$ cat config.mk
export PLATFORM = sky130hd
export DESIGN_NAME = pllcg_top
export DESIGN_NICKNAME = d
export VERILOG_FILES = /design/src/pllcg_pkg.sv /design/src/pllcg_rate_gen.sv /design/src/pllcg_top.sv
export SDC_FILE = /design/constraint.sdc
export NUM_CORES = 1
export LEC_CHECK = 0
export BUFFER_PORTS_ARGS = -buffer_cell sky130_fd_sc_hd__buf_2
export CAP_MARGIN = 40
export CELL_PAD_IN_SITES_DETAIL_PLACEMENT = 1
export CELL_PAD_IN_SITES_GLOBAL_PLACEMENT = 1
export CORE_MARGIN = 2
export CORE_UTILIZATION = 30
export CTS_CLUSTER_DIAMETER = 40
export CTS_CLUSTER_SIZE = 24
export DETAILED_ROUTE_END_ITERATION = 8
export GPL_TIMING_DRIVEN = 1
export HOLD_SLACK_MARGIN = 0.02
export PLACE_DENSITY = 0.61
export SKIP_CTS_REPAIR_TIMING = 1
export SYNTH_ARGS = -nofsm -noshare
export SYNTH_HDL_FRONTEND = slang
export SYNTH_HIERARCHICAL = 1
export SYNTH_SLANG_ARGS = --single-unit
$ cat constraint.sdc
create_clock -name I_CLK -period 6.3 [get_ports I_CLK]
set_input_delay 0.315 -clock I_CLK [delete_from_list [all_inputs] [get_ports I_CLK]]
set_output_delay 0.315 -clock I_CLK [all_outputs]
set_load 0.02 [all_outputs]
$ cat src/pllcg_pkg.sv
// package: register map, field layout, strap table and counts of the clock mode generator
package pllcg_pkg;

   ////////////////////////////////////////////////////////////////////////////
   // register map
   localparam logic [31:0] PLLCG_ADDR_CLK_MODE = 32'h0000_0058;
   localparam logic [15:0] PLLCG_CFG_RESET = 16'h0000;
   localparam logic [15:0] PLLCG_CFG_WR_MASK = 16'hfffe;

   // field positions of clock_mode_config
   localparam int PLLCG_MUL_HI = 15;
   localparam int PLLCG_MUL_LO = 12;
   localparam int PLLCG_HALF_BIT = 11;
   localparam int PLLCG_CNT_HI = 10;
   localparam int PLLCG_CNT_LO = 3;
   localparam int PLLCG_LOOP_ON_BIT = 2;
   localparam int PLLCG_PLL_SEL_BIT = 1;
   localparam int PLLCG_LOCKED_BIT = 0;
   localparam logic [3:0] PLLCG_MUL_UNITY = 4'hf;

   // strap reset values
   localparam logic [15:0] PLLCG_RST_X10 = 16'h9007;
   localparam logic [15:0] PLLCG_RST_X5 = 16'h4007;
   localparam logic [15:0] PLLCG_RST_X2 = 16'h1007;
   localparam logic [15:0] PLLCG_RST_X1 = 16'hf007;
   localparam logic [15:0] PLLCG_RST_DIV2 = 16'h0000;
   localparam logic [15:0] PLLCG_RST_DIV4 = 16'hf000;
   localparam logic [2:0] PLLCG_STRAP_BYPASS = 3'h3;

   // lock timer: reference cycles per step of the count field
   localparam logic [12:0] PLLCG_LOCK_STEP = 13'h0010;
   localparam int PLLCG_LOCK_SHIFT = 4;
   localparam logic [1:0] PLLCG_DIV2_LAST = 2'h1;
   localparam logic [1:0] PLLCG_DIV4_LAST = 2'h3;
   localparam logic [15:0] PLLCG_PERIOD_MAX = 16'hffff;

   // number of pins passed through synchronisers
   localparam int PLLCG_NSYNC = 5;

   typedef enum logic [2:0] {
      PLLCG_ST_DIV = 3'b001,
      PLLCG_ST_LOCKING = 3'b010,
      PLLCG_ST_PLL = 3'b100
   } pllcg_state_t;

endpackage : pllcg_pkg

$ cat src/pllcg_rate_gen.sv
// rate generator: num/den enables per measured reference period
`timescale 1ns/1ps
`default_nettype none
module pllcg_rate_gen
   import pllcg_pkg::*;
(
   // clock and reset
   input wire logic i_clk,
   input wire logic i_nrst,
   // control
   input wire logic i_run,
   input wire logic [15:0] i_period,
   input wire logic [4:0] i_num,
   input wire logic [1:0] i_den,
   // output
   output logic o_pulse
);

   logic [17:0] thresh;
   logic [17:0] acc_reg;
   logic [17:0] sum;
   logic pulse_reg;

   ////////////////////////////////////////////////////////////////////////////
   // phase accumulator: adds num each cycle, wraps at den*period
   // limitation: no more than one enable per system clock
   assign thresh = 18'(i_period) * 18'(i_den);
   assign sum = acc_reg + 18'(i_num);

   always_ff @(posedge i_clk or negedge i_nrst) begin
      if (!i_nrst) begin
         acc_reg <= 18'h0;
         pulse_reg <= 1'b0;
      end else if (!i_run) begin
         acc_reg <= 18'h0;
         pulse_reg <= 1'b0;
      end else if (sum >= thresh) begin
         acc_reg <= sum - thresh;
         pulse_reg <= 1'b1;
      end else begin
         acc_reg <= sum;
         pulse_reg <= 1'b0;
      end
   end

   assign o_pulse = pulse_reg;

endmodule : pllcg_rate_gen
`default_nettype wire

$ cat src/pllcg_top.sv
// clock mode generator: strap-loaded mode register, divider, multiplier and lock timer
//
// Notes on behaviour
// - divider mode makes core enables from the reference divided by two or four, loop unused.
// - loop mode multiplies the reference rate by a programmed factor.
// - the factor takes one of 31 distinct ratios.
// - a started loop passes a lock-acquisition phase before counting as locked.
// - a locked loop keeps tracking the reference period and drives the core enable.
// - a lock timer holds the switch to loop clocking until lock.
// - software turns the loop on and off through the mode register.
// - divider mode divides the reference by two or four.
// - in divider mode the loop may be powered fully off.
// - configuration sits in a 16-bit register at byte address 0x58.
// - during reset the mode register loads a value set only by straps.
// - straps 001,010,100,110 load 9007h,4007h,1007h,F007h: x10,x5,x2,x1.
// - straps 000,111 load 0000h; 101 loads F000h; 011 is bypass.
// - straps are sampled while the device reset pin is low.
// - after reset a software write reconfigures the clock mode.
`timescale 1ns/1ps
`default_nettype none
module pllcg_top
   import pllcg_pkg::*;
(
   // clock and reset
   input wire logic I_CLK,
   input wire logic I_NRST,
   // ahb-lite slave
   input wire logic I_HSEL,
   input wire logic [31:0] I_HADDR,
   input wire logic [1:0] I_HTRANS,
   input wire logic I_HWRITE,
   input wire logic [2:0] I_HSIZE,
   input wire logic [31:0] I_HWDATA,
   input wire logic I_HREADY,
   output logic O_HREADYOUT,
   output logic O_HRESP,
   output logic [31:0] O_HRDATA,
   // pins
   input wire logic I_REF_CLK,
   input wire logic I_DEVICE_RESET_N,
   input wire logic I_MODE_STRAP_A,
   input wire logic I_MODE_STRAP_B,
   input wire logic I_MODE_STRAP_C,
   // clock outputs
   output logic O_CORE_CLK_EN,
   output logic O_LOOP_POWER_EN,
   output logic O_LOCKED
);

   ////////////////////////////////////////////////////////////////////////////
   // functions

   // strap code {a,b,c} to mode register value
   function automatic logic [15:0] strap_value(input logic [2:0] code);
      logic [15:0] v;
      v = PLLCG_RST_DIV2;
      case (code)
         3'h1: v = PLLCG_RST_X10;
         3'h2: v = PLLCG_RST_X5;
         3'h4: v = PLLCG_RST_X2;
         3'h6: v = PLLCG_RST_X1;
         3'h5: v = PLLCG_RST_DIV4;
         default: v = PLLCG_RST_DIV2;
      endcase
      return v;
   endfunction : strap_value

   // ratio numerator: half=0 gives 1..15 (mul 15 is x1), half=1 gives 0.5..15.5
   function automatic logic [4:0] ratio_num(input logic [3:0] mul, input logic half);
      logic [4:0] n;
      n = 5'h0;
      if (half) begin
         n = {mul, 1'b1};
      end else if (mul == PLLCG_MUL_UNITY) begin
         n = 5'h1;
      end else begin
         n = 5'({1'b0, mul} + 5'h1);
      end
      return n;
   endfunction : ratio_num

   ////////////////////////////////////////////////////////////////////////////
   // pin synchronisers

   logic [PLLCG_NSYNC-1:0] pin_in;
   logic [PLLCG_NSYNC-1:0] sync1_reg;
   logic [PLLCG_NSYNC-1:0] sync2_reg;

   assign pin_in = {I_REF_CLK, I_DEVICE_RESET_N, I_MODE_STRAP_A, I_MODE_STRAP_B,
                    I_MODE_STRAP_C};

   generate
      for (genvar g = 0; g < PLLCG_NSYNC; g++) begin : g_sync
         always_ff @(posedge I_CLK or negedge I_NRST) begin
            if (!I_NRST) begin
               sync1_reg[g] <= 1'b0;
               sync2_reg[g] <= 1'b0;
            end else begin
               sync1_reg[g] <= pin_in[g];
               sync2_reg[g] <= sync1_reg[g];
            end
         end
      end
   endgenerate

   logic ref_s;
   logic dev_rst;
   logic [2:0] strap_s;
   logic ref_prev_reg;
   logic ref_rise;

   assign ref_s = sync2_reg[4];
   assign dev_rst = ~sync2_reg[3];
   assign strap_s = sync2_reg[2:0];
   assign ref_rise = ref_s & ~ref_prev_reg;

   always_ff @(posedge I_CLK or negedge I_NRST) begin
      if (!I_NRST) begin
         ref_prev_reg <= 1'b0;
      end else begin
         ref_prev_reg <= ref_s;
      end
   end

   ////////////////////////////////////////////////////////////////////////////
   // ahb-lite slave, zero wait states, always okay

   logic addr_ok;
   logic addr_hit;
   logic wr_pend_reg;
   logic [15:0] cfg_reg;
   logic bypass_reg;
   logic [15:0] cfg_rd;
   logic [31:0] hrdata_reg;
   logic cfg_wr;
   logic mul_changed;
   pllcg_state_t state_reg;

   assign addr_ok = I_HSEL & I_HTRANS[1] & I_HREADY;
   assign addr_hit = (I_HADDR == PLLCG_ADDR_CLK_MODE) && (I_HSIZE == 3'h2);
   // writes are dropped while the device reset pin holds the straps in charge
   assign cfg_wr = wr_pend_reg & ~dev_rst;
   assign mul_changed = cfg_wr &&
      (I_HWDATA[PLLCG_MUL_HI:PLLCG_HALF_BIT] != cfg_reg[PLLCG_MUL_HI:PLLCG_HALF_BIT]);
   assign cfg_rd = {cfg_reg[15:1], state_reg == PLLCG_ST_PLL};

   always_ff @(posedge I_CLK or negedge I_NRST) begin
      if (!I_NRST) begin
         wr_pend_reg <= 1'b0;
      end else if (I_HREADY) begin
         wr_pend_reg <= addr_ok & addr_hit & I_HWRITE;
      end
   end

   // read data sampled in the address phase; forwarding covers a write just before
   always_ff @(posedge I_CLK or negedge I_NRST) begin
      if (!I_NRST) begin
         hrdata_reg <= 32'h0;
      end else if (addr_ok) begin
         if (!addr_hit || I_HWRITE) begin
            hrdata_reg <= 32'h0;
         end else if (cfg_wr) begin
            hrdata_reg <= {16'h0, (I_HWDATA[15:0] & PLLCG_CFG_WR_MASK) |
                           {15'h0, state_reg == PLLCG_ST_PLL}};
         end else begin
            hrdata_reg <= {16'h0, cfg_rd};
         end
      end
   end

   assign O_HREADYOUT = 1'b1;
   assign O_HRESP = 1'b0;
   assign O_HRDATA = hrdata_reg;

   ////////////////////////////////////////////////////////////////////////////
   // mode register: straps while device reset is low, software after

   always_ff @(posedge I_CLK or negedge I_NRST) begin
      if (!I_NRST) begin
         cfg_reg <= PLLCG_CFG_RESET;
         bypass_reg <= 1'b0;
      end else if (dev_rst) begin
         cfg_reg <= strap_value(strap_s);
         bypass_reg <= (strap_s == PLLCG_STRAP_BYPASS);
      end else if (cfg_wr) begin
         cfg_reg <= I_HWDATA[15:0] & PLLCG_CFG_WR_MASK;
         bypass_reg <= 1'b0;
      end
   end

   logic loop_on;
   logic want_pll;
   logic [3:0] mul;
   logic half;

   assign mul = cfg_reg[PLLCG_MUL_HI:PLLCG_MUL_LO];
   assign half = cfg_reg[PLLCG_HALF_BIT];
   assign loop_on = cfg_reg[PLLCG_LOOP_ON_BIT];
   assign want_pll = loop_on & cfg_reg[PLLCG_PLL_SEL_BIT] & ~bypass_reg;

   ////////////////////////////////////////////////////////////////////////////
   // reference divider

   logic [1:0] div_cnt_reg;
   logic [1:0] div_last;
   logic div_pulse;

   // divide by four when the multiplier field is all ones and the pll select bit is clear
   assign div_last = (mul == PLLCG_MUL_UNITY && !cfg_reg[PLLCG_PLL_SEL_BIT]) ?
                     PLLCG_DIV4_LAST : PLLCG_DIV2_LAST;
   assign div_pulse = ref_rise && (div_cnt_reg >= div_last);

   always_ff @(posedge I_CLK or negedge I_NRST) begin
      if (!I_NRST) begin
         div_cnt_reg <= 2'h0;
      end else if (div_pulse || dev_rst) begin
         div_cnt_reg <= 2'h0;
      end else if (ref_rise) begin
         div_cnt_reg <= div_cnt_reg + 2'h1;
      end
   end

   ////////////////////////////////////////////////////////////////////////////
   // reference period meter: the loop's view of its input

   logic [15:0] per_cnt_reg;
   logic [15:0] period_reg;
   logic period_ok_reg;
   logic loop_pwr;

   assign loop_pwr = loop_on | (state_reg != PLLCG_ST_DIV);

   always_ff @(posedge I_CLK or negedge I_NRST) begin
      if (!I_NRST) begin
         per_cnt_reg <= 16'h0;
         period_reg <= 16'h0;
         period_ok_reg <= 1'b0;
      end else if (!loop_pwr) begin
         per_cnt_reg <= 16'h0;
         period_ok_reg <= 1'b0;
      end else if (ref_rise) begin
         per_cnt_reg <= 16'h1;
         if (per_cnt_reg != 16'h0) begin
            period_reg <= per_cnt_reg;
            period_ok_reg <= 1'b1;
         end
      end else if (per_cnt_reg != PLLCG_PERIOD_MAX && per_cnt_reg != 16'h0) begin
         per_cnt_reg <= per_cnt_reg + 16'h1;
      end
   end

   logic dds_pulse;

   pllcg_rate_gen u_rate (
      .i_clk(I_CLK),
      .i_nrst(I_NRST),
      .i_run(period_ok_reg & (state_reg != PLLCG_ST_DIV)),
      .i_period(period_reg),
      .i_num(ratio_num(mul, half)),
      .i_den(half ? 2'h2 : 2'h1),
      .o_pulse(dds_pulse)
   );

   ////////////////////////////////////////////////////////////////////////////
   // lock timer and source selection

   logic [12:0] lock_cnt_reg;
   logic [12:0] lock_target;
   logic lock_done;
   logic relock_reg;

   assign lock_target = 13'({5'h0, cfg_reg[PLLCG_CNT_HI:PLLCG_CNT_LO]} + 13'h1)
                        << PLLCG_LOCK_SHIFT;
   assign lock_done = (lock_cnt_reg >= lock_target) && period_ok_reg;

   // a multiplier change while locked forces a fresh lock phase
   always_ff @(posedge I_CLK or negedge I_NRST) begin
      if (!I_NRST) begin
         relock_reg <= 1'b0;
      end else if (mul_changed) begin
         relock_reg <= 1'b1;
      end else if (state_reg != PLLCG_ST_PLL) begin
         relock_reg <= 1'b0;
      end
   end

   always_ff @(posedge I_CLK or negedge I_NRST) begin
      if (!I_NRST) begin
         state_reg <= PLLCG_ST_DIV;
         lock_cnt_reg <= 13'h0;
      end else if (dev_rst) begin
         state_reg <= PLLCG_ST_DIV;
         lock_cnt_reg <= 13'h0;
      end else begin
         case (state_reg)
            PLLCG_ST_DIV: begin
               lock_cnt_reg <= 13'h0;
               if (want_pll) begin
                  state_reg <= PLLCG_ST_LOCKING;
               end
            end
            PLLCG_ST_LOCKING: begin
               if (!want_pll) begin
                  state_reg <= PLLCG_ST_DIV;
               end else if (mul_changed) begin
                  lock_cnt_reg <= 13'h0;
               end else if (lock_done && div_pulse) begin
                  state_reg <= PLLCG_ST_PLL;
               end else if (ref_rise && !lock_done) begin
                  lock_cnt_reg <= lock_cnt_reg + 13'h1;
               end
            end
            PLLCG_ST_PLL: begin
               if ((!want_pll || relock_reg) && dds_pulse) begin
                  lock_cnt_reg <= 13'h0;
                  state_reg <= want_pll ? PLLCG_ST_LOCKING : PLLCG_ST_DIV;
               end
            end
            default: begin
               state_reg <= PLLCG_ST_DIV;
               lock_cnt_reg <= 13'h0;
            end
         endcase
      end
   end

   ////////////////////////////////////////////////////////////////////////////
   // outputs: one source at a time, loop switched in or out right after a pulse except on device reset

   logic core_en_reg;
   logic loop_pwr_reg;
   logic locked_reg;

   always_ff @(posedge I_CLK or negedge I_NRST) begin
      if (!I_NRST) begin
         core_en_reg <= 1'b0;
         loop_pwr_reg <= 1'b0;
         locked_reg <= 1'b0;
      end else begin
         if (state_reg == PLLCG_ST_PLL) begin
            core_en_reg <= dds_pulse;
         end else if (bypass_reg) begin
            core_en_reg <= ref_rise;
         end else begin
            core_en_reg <= div_pulse;
         end
         loop_pwr_reg <= loop_pwr;
         locked_reg <= (state_reg == PLLCG_ST_PLL);
      end
   end

   assign O_CORE_CLK_EN = core_en_reg;
   assign O_LOOP_POWER_EN = loop_pwr_reg;
   assign O_LOCKED = locked_reg;

endmodule : pllcg_top
`default_nettype wire

==> impl_metrics.env, run 1 <==
export IMPL_status="completed"
export IMPL_period_needed_ns=5.08
export IMPL_busiest_layer="met2"
export IMPL_track_usage_pct=15.2
export IMPL_syn_to_final_growth_pct=16.3
export IMPL_slew_limit_headroom_pct=41.3
export IMPL_period_share_pct=80.7
export IMPL_r2r_cells=14
export IMPL_insertion_delay_ns=0.42
export IMPL_ctsLongestPathBuffers=2
export IMPL_cts_tree="done"
export IMPL_fin_nets=1101
export IMPL_routedWlPerCell_um=15.9
export IMPL_start_util_pct=30.6
export IMPL_start_kind="register"
export IMPL_h_tree_depth=4
export IMPL_synth_compound_area_share_pct=15.9
export IMPL_synth_top_family_by_area="simple AND/OR/NAND/NOR gates"
export IMPL_hold_path_depth=2
export IMPL_drive_gt1_share_pct=16.4
export IMPL_synth_warnings=6
export IMPL_max_freq_mhz=197
export IMPL_first_iter_violations=196
export IMPL_p_per_area_nw_per_um2=420
export IMPL_dp_slack_ns=1.18
export IMPL_place_gp_congestion=0.770
export IMPL_instances_no_fill=1319
export IMPL_ir_worst_vdd_v=0.000419
export IMPL_worstPathArrival_ns=5.44
export IMPL_numCtsBuffers=17
export IMPL_critPathSlowestCell="o31ai_1"
export IMPL_synth_xor_area_share_pct=6.88
export IMPL_synth_mux_area_fraction_pct=6.53
export IMPL_wl_mm=20.9
export IMPL_synth_top_area_share_pct=35.4
export IMPL_grt_first_pass_wirelength_mm=35.2
export IMPL_path_class="reg -> reg"
export IMPL_finalWorstSetupSlack_ns=1.22
export IMPL_rows=60
export IMPL_use_met1_pct=20.6
export IMPL_syn_inst=883
export IMPL_max_stage_delay_ns=0.74
export IMPL_tns_ns=0
export IMPL_path_clk_slew_ns=0.06
export IMPL_worst_slew_pin_slew_ns=0.873
export IMPL_grt_antenna_before_repair=0
export IMPL_largest_register_ffs=18
export IMPL_whs_ns=0.0917
export IMPL_final_area_um2=9630
export IMPL_grt_max_degree=45
export IMPL_cellLeakagePower_nw=4.61
export IMPL_maxSlewViolCount=0
export IMPL_yosysMostFrequentCell="dfrtp_1"
export IMPL_cts_root_buf="clkbuf_16"
export IMPL_synthesis_area_um2=8280
export IMPL_dp_cells=1281
export IMPL_finalClockSkew_ns=0.0124
export IMPL_rsz0062_at_grt="no"
export IMPL_ys_seq_elements=118
export IMPL_min_from="I_HREADY"
export IMPL_dp_hpwl_mm=15.8
export IMPL_critPathMaxFanout=21
export IMPL_netlist_top_cells_area="dfrtp_1, ha_1, mux2i_1"
export IMPL_core_area_um2=27000
export IMPL_setup_viol=0
export IMPL_r2r_end="u_rate/acc_reg[12]"
export IMPL_hp_class="in -> reg"
export IMPL_syn_area_per_cell_um2=9.38
export IMPL_synthAdderAreaFrac_pct=8.88
export IMPL_port_buffers=79
export IMPL_end_kind="register"
export IMPL_crit_required_ns=6.66
export IMPL_grt_pass1_vias=6716
export IMPL_grtUsageMet2_pct=24.9
export IMPL_hold_violations=0
export IMPL_gr_total_overflow=0
export IMPL_max_cap_viol_count=0
export IMPL_ys_seq_area_share_pct=35.7
export IMPL_drc_errors=0
export IMPL_viasPerCell=4.99
export IMPL_ioPinCount=116
export IMPL_grt_met3_usage_pct=2.53
export IMPL_path_cells="buf_4, mux2_2, ha_1, a21oi_1, o21ai_0, o31ai_1, xnor2_1, ha_1, nand2_1, o31ai_4, nor2_2, o211a_1, or4b_1, nand4_1"
export IMPL_fp_dieArea_um2=28900
export IMPL_cts_sinks=118
export IMPL_synth_edf_count=0
export IMPL_die_x_um=170
export IMPL_r2r_start="cfg_reg[11]"
export IMPL_synth_simple_area_share_pct=21.2
export IMPL_rrSetupSlack_ns=1.22
export IMPL_synth_top_cell_by_area="dfrtp_1"
export IMPL_whs_endpoint="wr_pend_reg"
export IMPL_synthTopCellsByCount="dfrtp_1, nand2_1, a21oi_1"
export IMPL_ys_flop_type="dfrtp_1"
export IMPL_ant_nets=0
export IMPL_synthDistinctLibCells=80
export IMPL_cp_common_cell="ha_1"
export IMPL_diodes=0
export IMPL_async_reset_ff_share_pct=100
export IMPL_firstDrtPassIters=4
export IMPL_placed_area_um2=8950
export IMPL_vias=6582
export IMPL_dieHeight_um=170
-- through the flow --
stage	utilization (%)	power (W)
floorplan	-	0.00260
global placement	33.0	0.00300
detailed placement	33.1	0.00302
CTS	35.4	0.00408
global route	35.6	0.00435
finish	35.6	0.00404
-- cells in the final DEF, fill, tap and decap left out, types with 24 or more instances in the layout --
master	netlist	final
xnor2_1	28	28
and2_1	36	36
nand3_1	26	26
dfrtp_1	117	117
ha_1	54	54
mux2i_1	36	36
nor2_1	46	46
o21ai_0	39	39
inv_1	31	31
nand2_1	78	78
xor2_1	37	37
a21oi_1	61	61
nor2b_1	24	24
buf_2	8	78
-- worst max path at each step --
stage	slack [ns]	from	endpoint	cells past startpoint
CTS	1.15	cfg_reg[11]	u_rate/acc_reg[12]	14
finish	1.22	cfg_reg[11]	u_rate/acc_reg[12]	14
floorplan	1.91	cfg_reg[11]	u_rate/acc_reg[12]	21
detailed placement	1.18	cfg_reg[11]	u_rate/acc_reg[12]	14
global route	0.83	cfg_reg[11]	u_rate/acc_reg[10]	19
global placement	1.26	cfg_reg[11]	u_rate/acc_reg[12]	14
-- layout make-up --
cell class / count / area [um^2]
Sequential cell: 118 / 2950
Timing Repair Buffer: 93 / 538
Clock buffer: 21 / 470
Fill cell: 3112 / 17400
Inverter: 31 / 116
Tap cell: 341 / 427
Clock inverter: 11 / 146
Multi-Input combinational cell: 704 / 4980
-- worst max-delay path: cells and delay by family (launching register included) --
family                   cells  cell delay [ns]
flip-flops                   1             0.50
buffers and inverters        1             0.28
XOR/XNOR                     1             0.24
AND/OR/NAND/NOR              4             0.89
adder cells (fa/ha/maj)      2             0.77
AO/OA/AOI/OAI                5             1.95
multiplexers                 1             0.39
-- per-layer routing --
layer | vias up | wire length, um
li1 | 3304 | -
met4 | 0 | 210
met5 | - | 0
met1 | 3206 | 10600
met3 | 18 | 368
met2 | 54 | 9780
-- cells by family (layout without fill, tap and decap cells) --
family,Yosys count,in the layout
adders and majority gates,57,57
DFF,118,118
muxes,52,52
xor gates and xnor gates,65,65
AOI/OAI and AO/OA,192,192
buffers and inverters,77,156
and+or+nand+nor,320,320
other,2,18
-- power breakdown --
part / switching [W] / internal [W]
clock network: 0.000374 / 0.000655
registers: 0.0000624 / 0.000829
logic: 0.00127 / 0.000859
Note: power is estimated with default switching activity, not from simulation.
==> inputs of run 2 (changes only) <==
clock period = 4.7 ns   (was 6.3 ns; I/O delays follow)
==> run 2 against run 1 <==
  * Global-route usage rose by 0.52 points
  * Design area up 1.8%
  * Critical path depth rose by 4
  * Critical path type unchanged
  * Sequential cell count did not move
  * Largest cell class unchanged
  * Utilization increased by 0.65 points
  * Die area stayed put
  * Clock power increased by 29%
  * Power is 44% higher
  * Via count grew 2.3%
  * Register-to-register slack worse by 0.85 ns
  * Clock skew rose by 0.0012 ns
==> impl_metrics.env, run 2 (synthesis results as in run 1) <==
export IMPL_status="completed"
export IMPL_ctsLongestPathBuffers=2
export IMPL_grt_max_degree=57
export IMPL_max_freq_mhz=231
export IMPL_numCtsBuffers=17
export IMPL_dp_hpwl_mm=15.9
export IMPL_path_clk_slew_ns=0.06
export IMPL_whs_ns=0.0259
export IMPL_first_iter_violations=290
export IMPL_insertion_delay_ns=0.43
export IMPL_die_x_um=170
export IMPL_firstDrtPassIters=4
export IMPL_fin_nets=1122
export IMPL_r2r_end="u_rate/acc_reg[12]"
export IMPL_hold_violations=0
export IMPL_critPathMaxFanout=10
export IMPL_maxSlewViolCount=0
export IMPL_cts_sinks=118
export IMPL_ioPinCount=116
export IMPL_rows=60
export IMPL_final_area_um2=9810
export IMPL_slew_limit_headroom_pct=46.2
export IMPL_crit_required_ns=5.06
export IMPL_diodes=0
export IMPL_cellLeakagePower_nw=4.69
export IMPL_mostFrequentLayoutCells="dfrtp_1, nand2_1, buf_2"
export IMPL_grt_antenna_before_repair=0
export IMPL_viasPerCell=5.04
export IMPL_core_area_um2=27000
export IMPL_grt_pass1_vias=7045
export IMPL_dp_slack_ns=0.119
export IMPL_place_gp_congestion=0.757
export IMPL_syn_to_final_growth_pct=18.4
export IMPL_ant_nets=0
export IMPL_period_needed_ns=4.33
export IMPL_track_usage_pct=15.7
export IMPL_drive_gt1_share_pct=18.9
export IMPL_start_util_pct=30.6
export IMPL_fillCellCount=3135
export IMPL_largest_register_ffs=18
export IMPL_r2r_start="cfg_reg[11]"
export IMPL_whs_endpoint="wr_pend_reg"
export IMPL_cts_root_buf="clkbuf_16"
export IMPL_worst_slew_pin_slew_ns=0.804
export IMPL_gr_total_overflow=0
export IMPL_period_share_pct=92.1
export IMPL_cts_tree="done"
export IMPL_wl_mm=21.3
export IMPL_rrSetupSlack_ns=0.37
export IMPL_routedWlPerCell_um=15.9
export IMPL_path_cells="inv_2, and2_1, ha_1, inv_1, fa_1, nor2b_1, o21ai_0, a21oi_1, o21ai_1, a211o_1, a21oi_1, xnor2_1, ha_1, and4_1, nand3_1, o211a_4, or4b_1, nand4_1"
export IMPL_port_buffers=79
export IMPL_dieHeight_um=170
export IMPL_fp_dieArea_um2=28900
export IMPL_placed_area_um2=9080
export IMPL_grt_first_pass_wirelength_mm=36.4
export IMPL_min_from="I_HREADY"
export IMPL_hold_path_depth=2
export IMPL_hp_class="in -> reg"
export IMPL_finalClockSkew_ns=0.0135
export IMPL_worstPathArrival_ns=4.69
export IMPL_final_common_cell="dfrtp_1"
export IMPL_r2r_cells=18
export IMPL_critPathSlowestCell="or4b_1"
export IMPL_max_cap_viol_count=0
export IMPL_p_total_w=0.00582
export IMPL_drc_errors=0
export IMPL_max_stage_delay_ns=0.50
export IMPL_path_class="reg -> reg"
export IMPL_ir_worst_vdd_v=0.000409
export IMPL_start_kind="register"
export IMPL_h_tree_depth=4
export IMPL_setup_viol=0
export IMPL_vias=6732
export IMPL_finalWorstSetupSlack_ns=0.370
export IMPL_end_kind="register"
export IMPL_p_per_area_nw_per_um2=594
## run 2: cell count changes in the layout (fill, tap and decap cells not counted), sizes merged
cell / before / now
inv: 33 / 31
buf: 87 / 108
clkinv: 4 / 2
clkinvlp: 2 / 3
clkbuf: 21 / 22
bufinv: 3 / 2
## run 2: worst max path at each step
stage / endpoint / from / slack (ns)
detailed placement: u_rate/acc_reg[12] / cfg_reg[11] / 0.12
floorplan: u_rate/acc_reg[12] / cfg_reg[11] / 0.31
global placement: u_rate/acc_reg[12] / cfg_reg[11] / 0.13
finish: u_rate/acc_reg[12] / cfg_reg[11] / 0.37
global route: u_rate/acc_reg[17] / cfg_reg[12] / -0.004
CTS: u_rate/acc_reg[12] / cfg_reg[11] / 0.07
## run 2: final cells by class
type	instances	area [um^2]	share of cell area, %
clock buffer	22	494	5.04
tap	341	427	4.35
timing repair buffer	114	692	7.06
clock inverter	7	96.3	0.982
inverter	31	116	1.19
sequential	118	2960	30.1
multi-input combinational	704	5030	51.3
## run 2: critical path: cells and delay by family, from the launching register on
kind                     cells  cell delay, ns
AO/OA/AOI/OAI                6            1.27
XOR/XNOR                     1            0.11
adder cells (fa/ha/maj)      3            0.95
buffers and inverters        2            0.21
flip-flops                   1            0.45
AND/OR/NAND/NOR              6            1.28
## run 2: metal layers
| layer | up-vias | track usage [%] | share of wire, % |
|---|---|---|---|
| met3 | 25 | 2.77 | 1.9 |
| li1 | 3337 | - | - |
| met1 | 3306 | 21.0 | 49 |
| met2 | 64 | 25.6 | 47 |
| met5 | - | 0 | 0 |
| met4 | 0 | 5.28 | 1.7 |
## run 2: through the flow
step / util (%) / setup TNS, ns / std cells
after floorplan: - / 0 / 899
after global placement: 33.6 / 0 / 1299
after detailed placement: 33.6 / 0 / 1299
after CTS: 35.8 / 0 / 1328
after global routing: 36.3 / -0.00430 / 1337
final: 36.3 / 0 / 1337
## run 2: power by group
| part | switching, W | internal (W) | total (W) |
|---|---|---|---|
| sequential | 0.0000789 | 0.00111 | 0.00119 |
| combinational | 0.00179 | 0.00150 | 0.00330 |
| clock | 0.000492 | 0.000841 | 0.00133 |
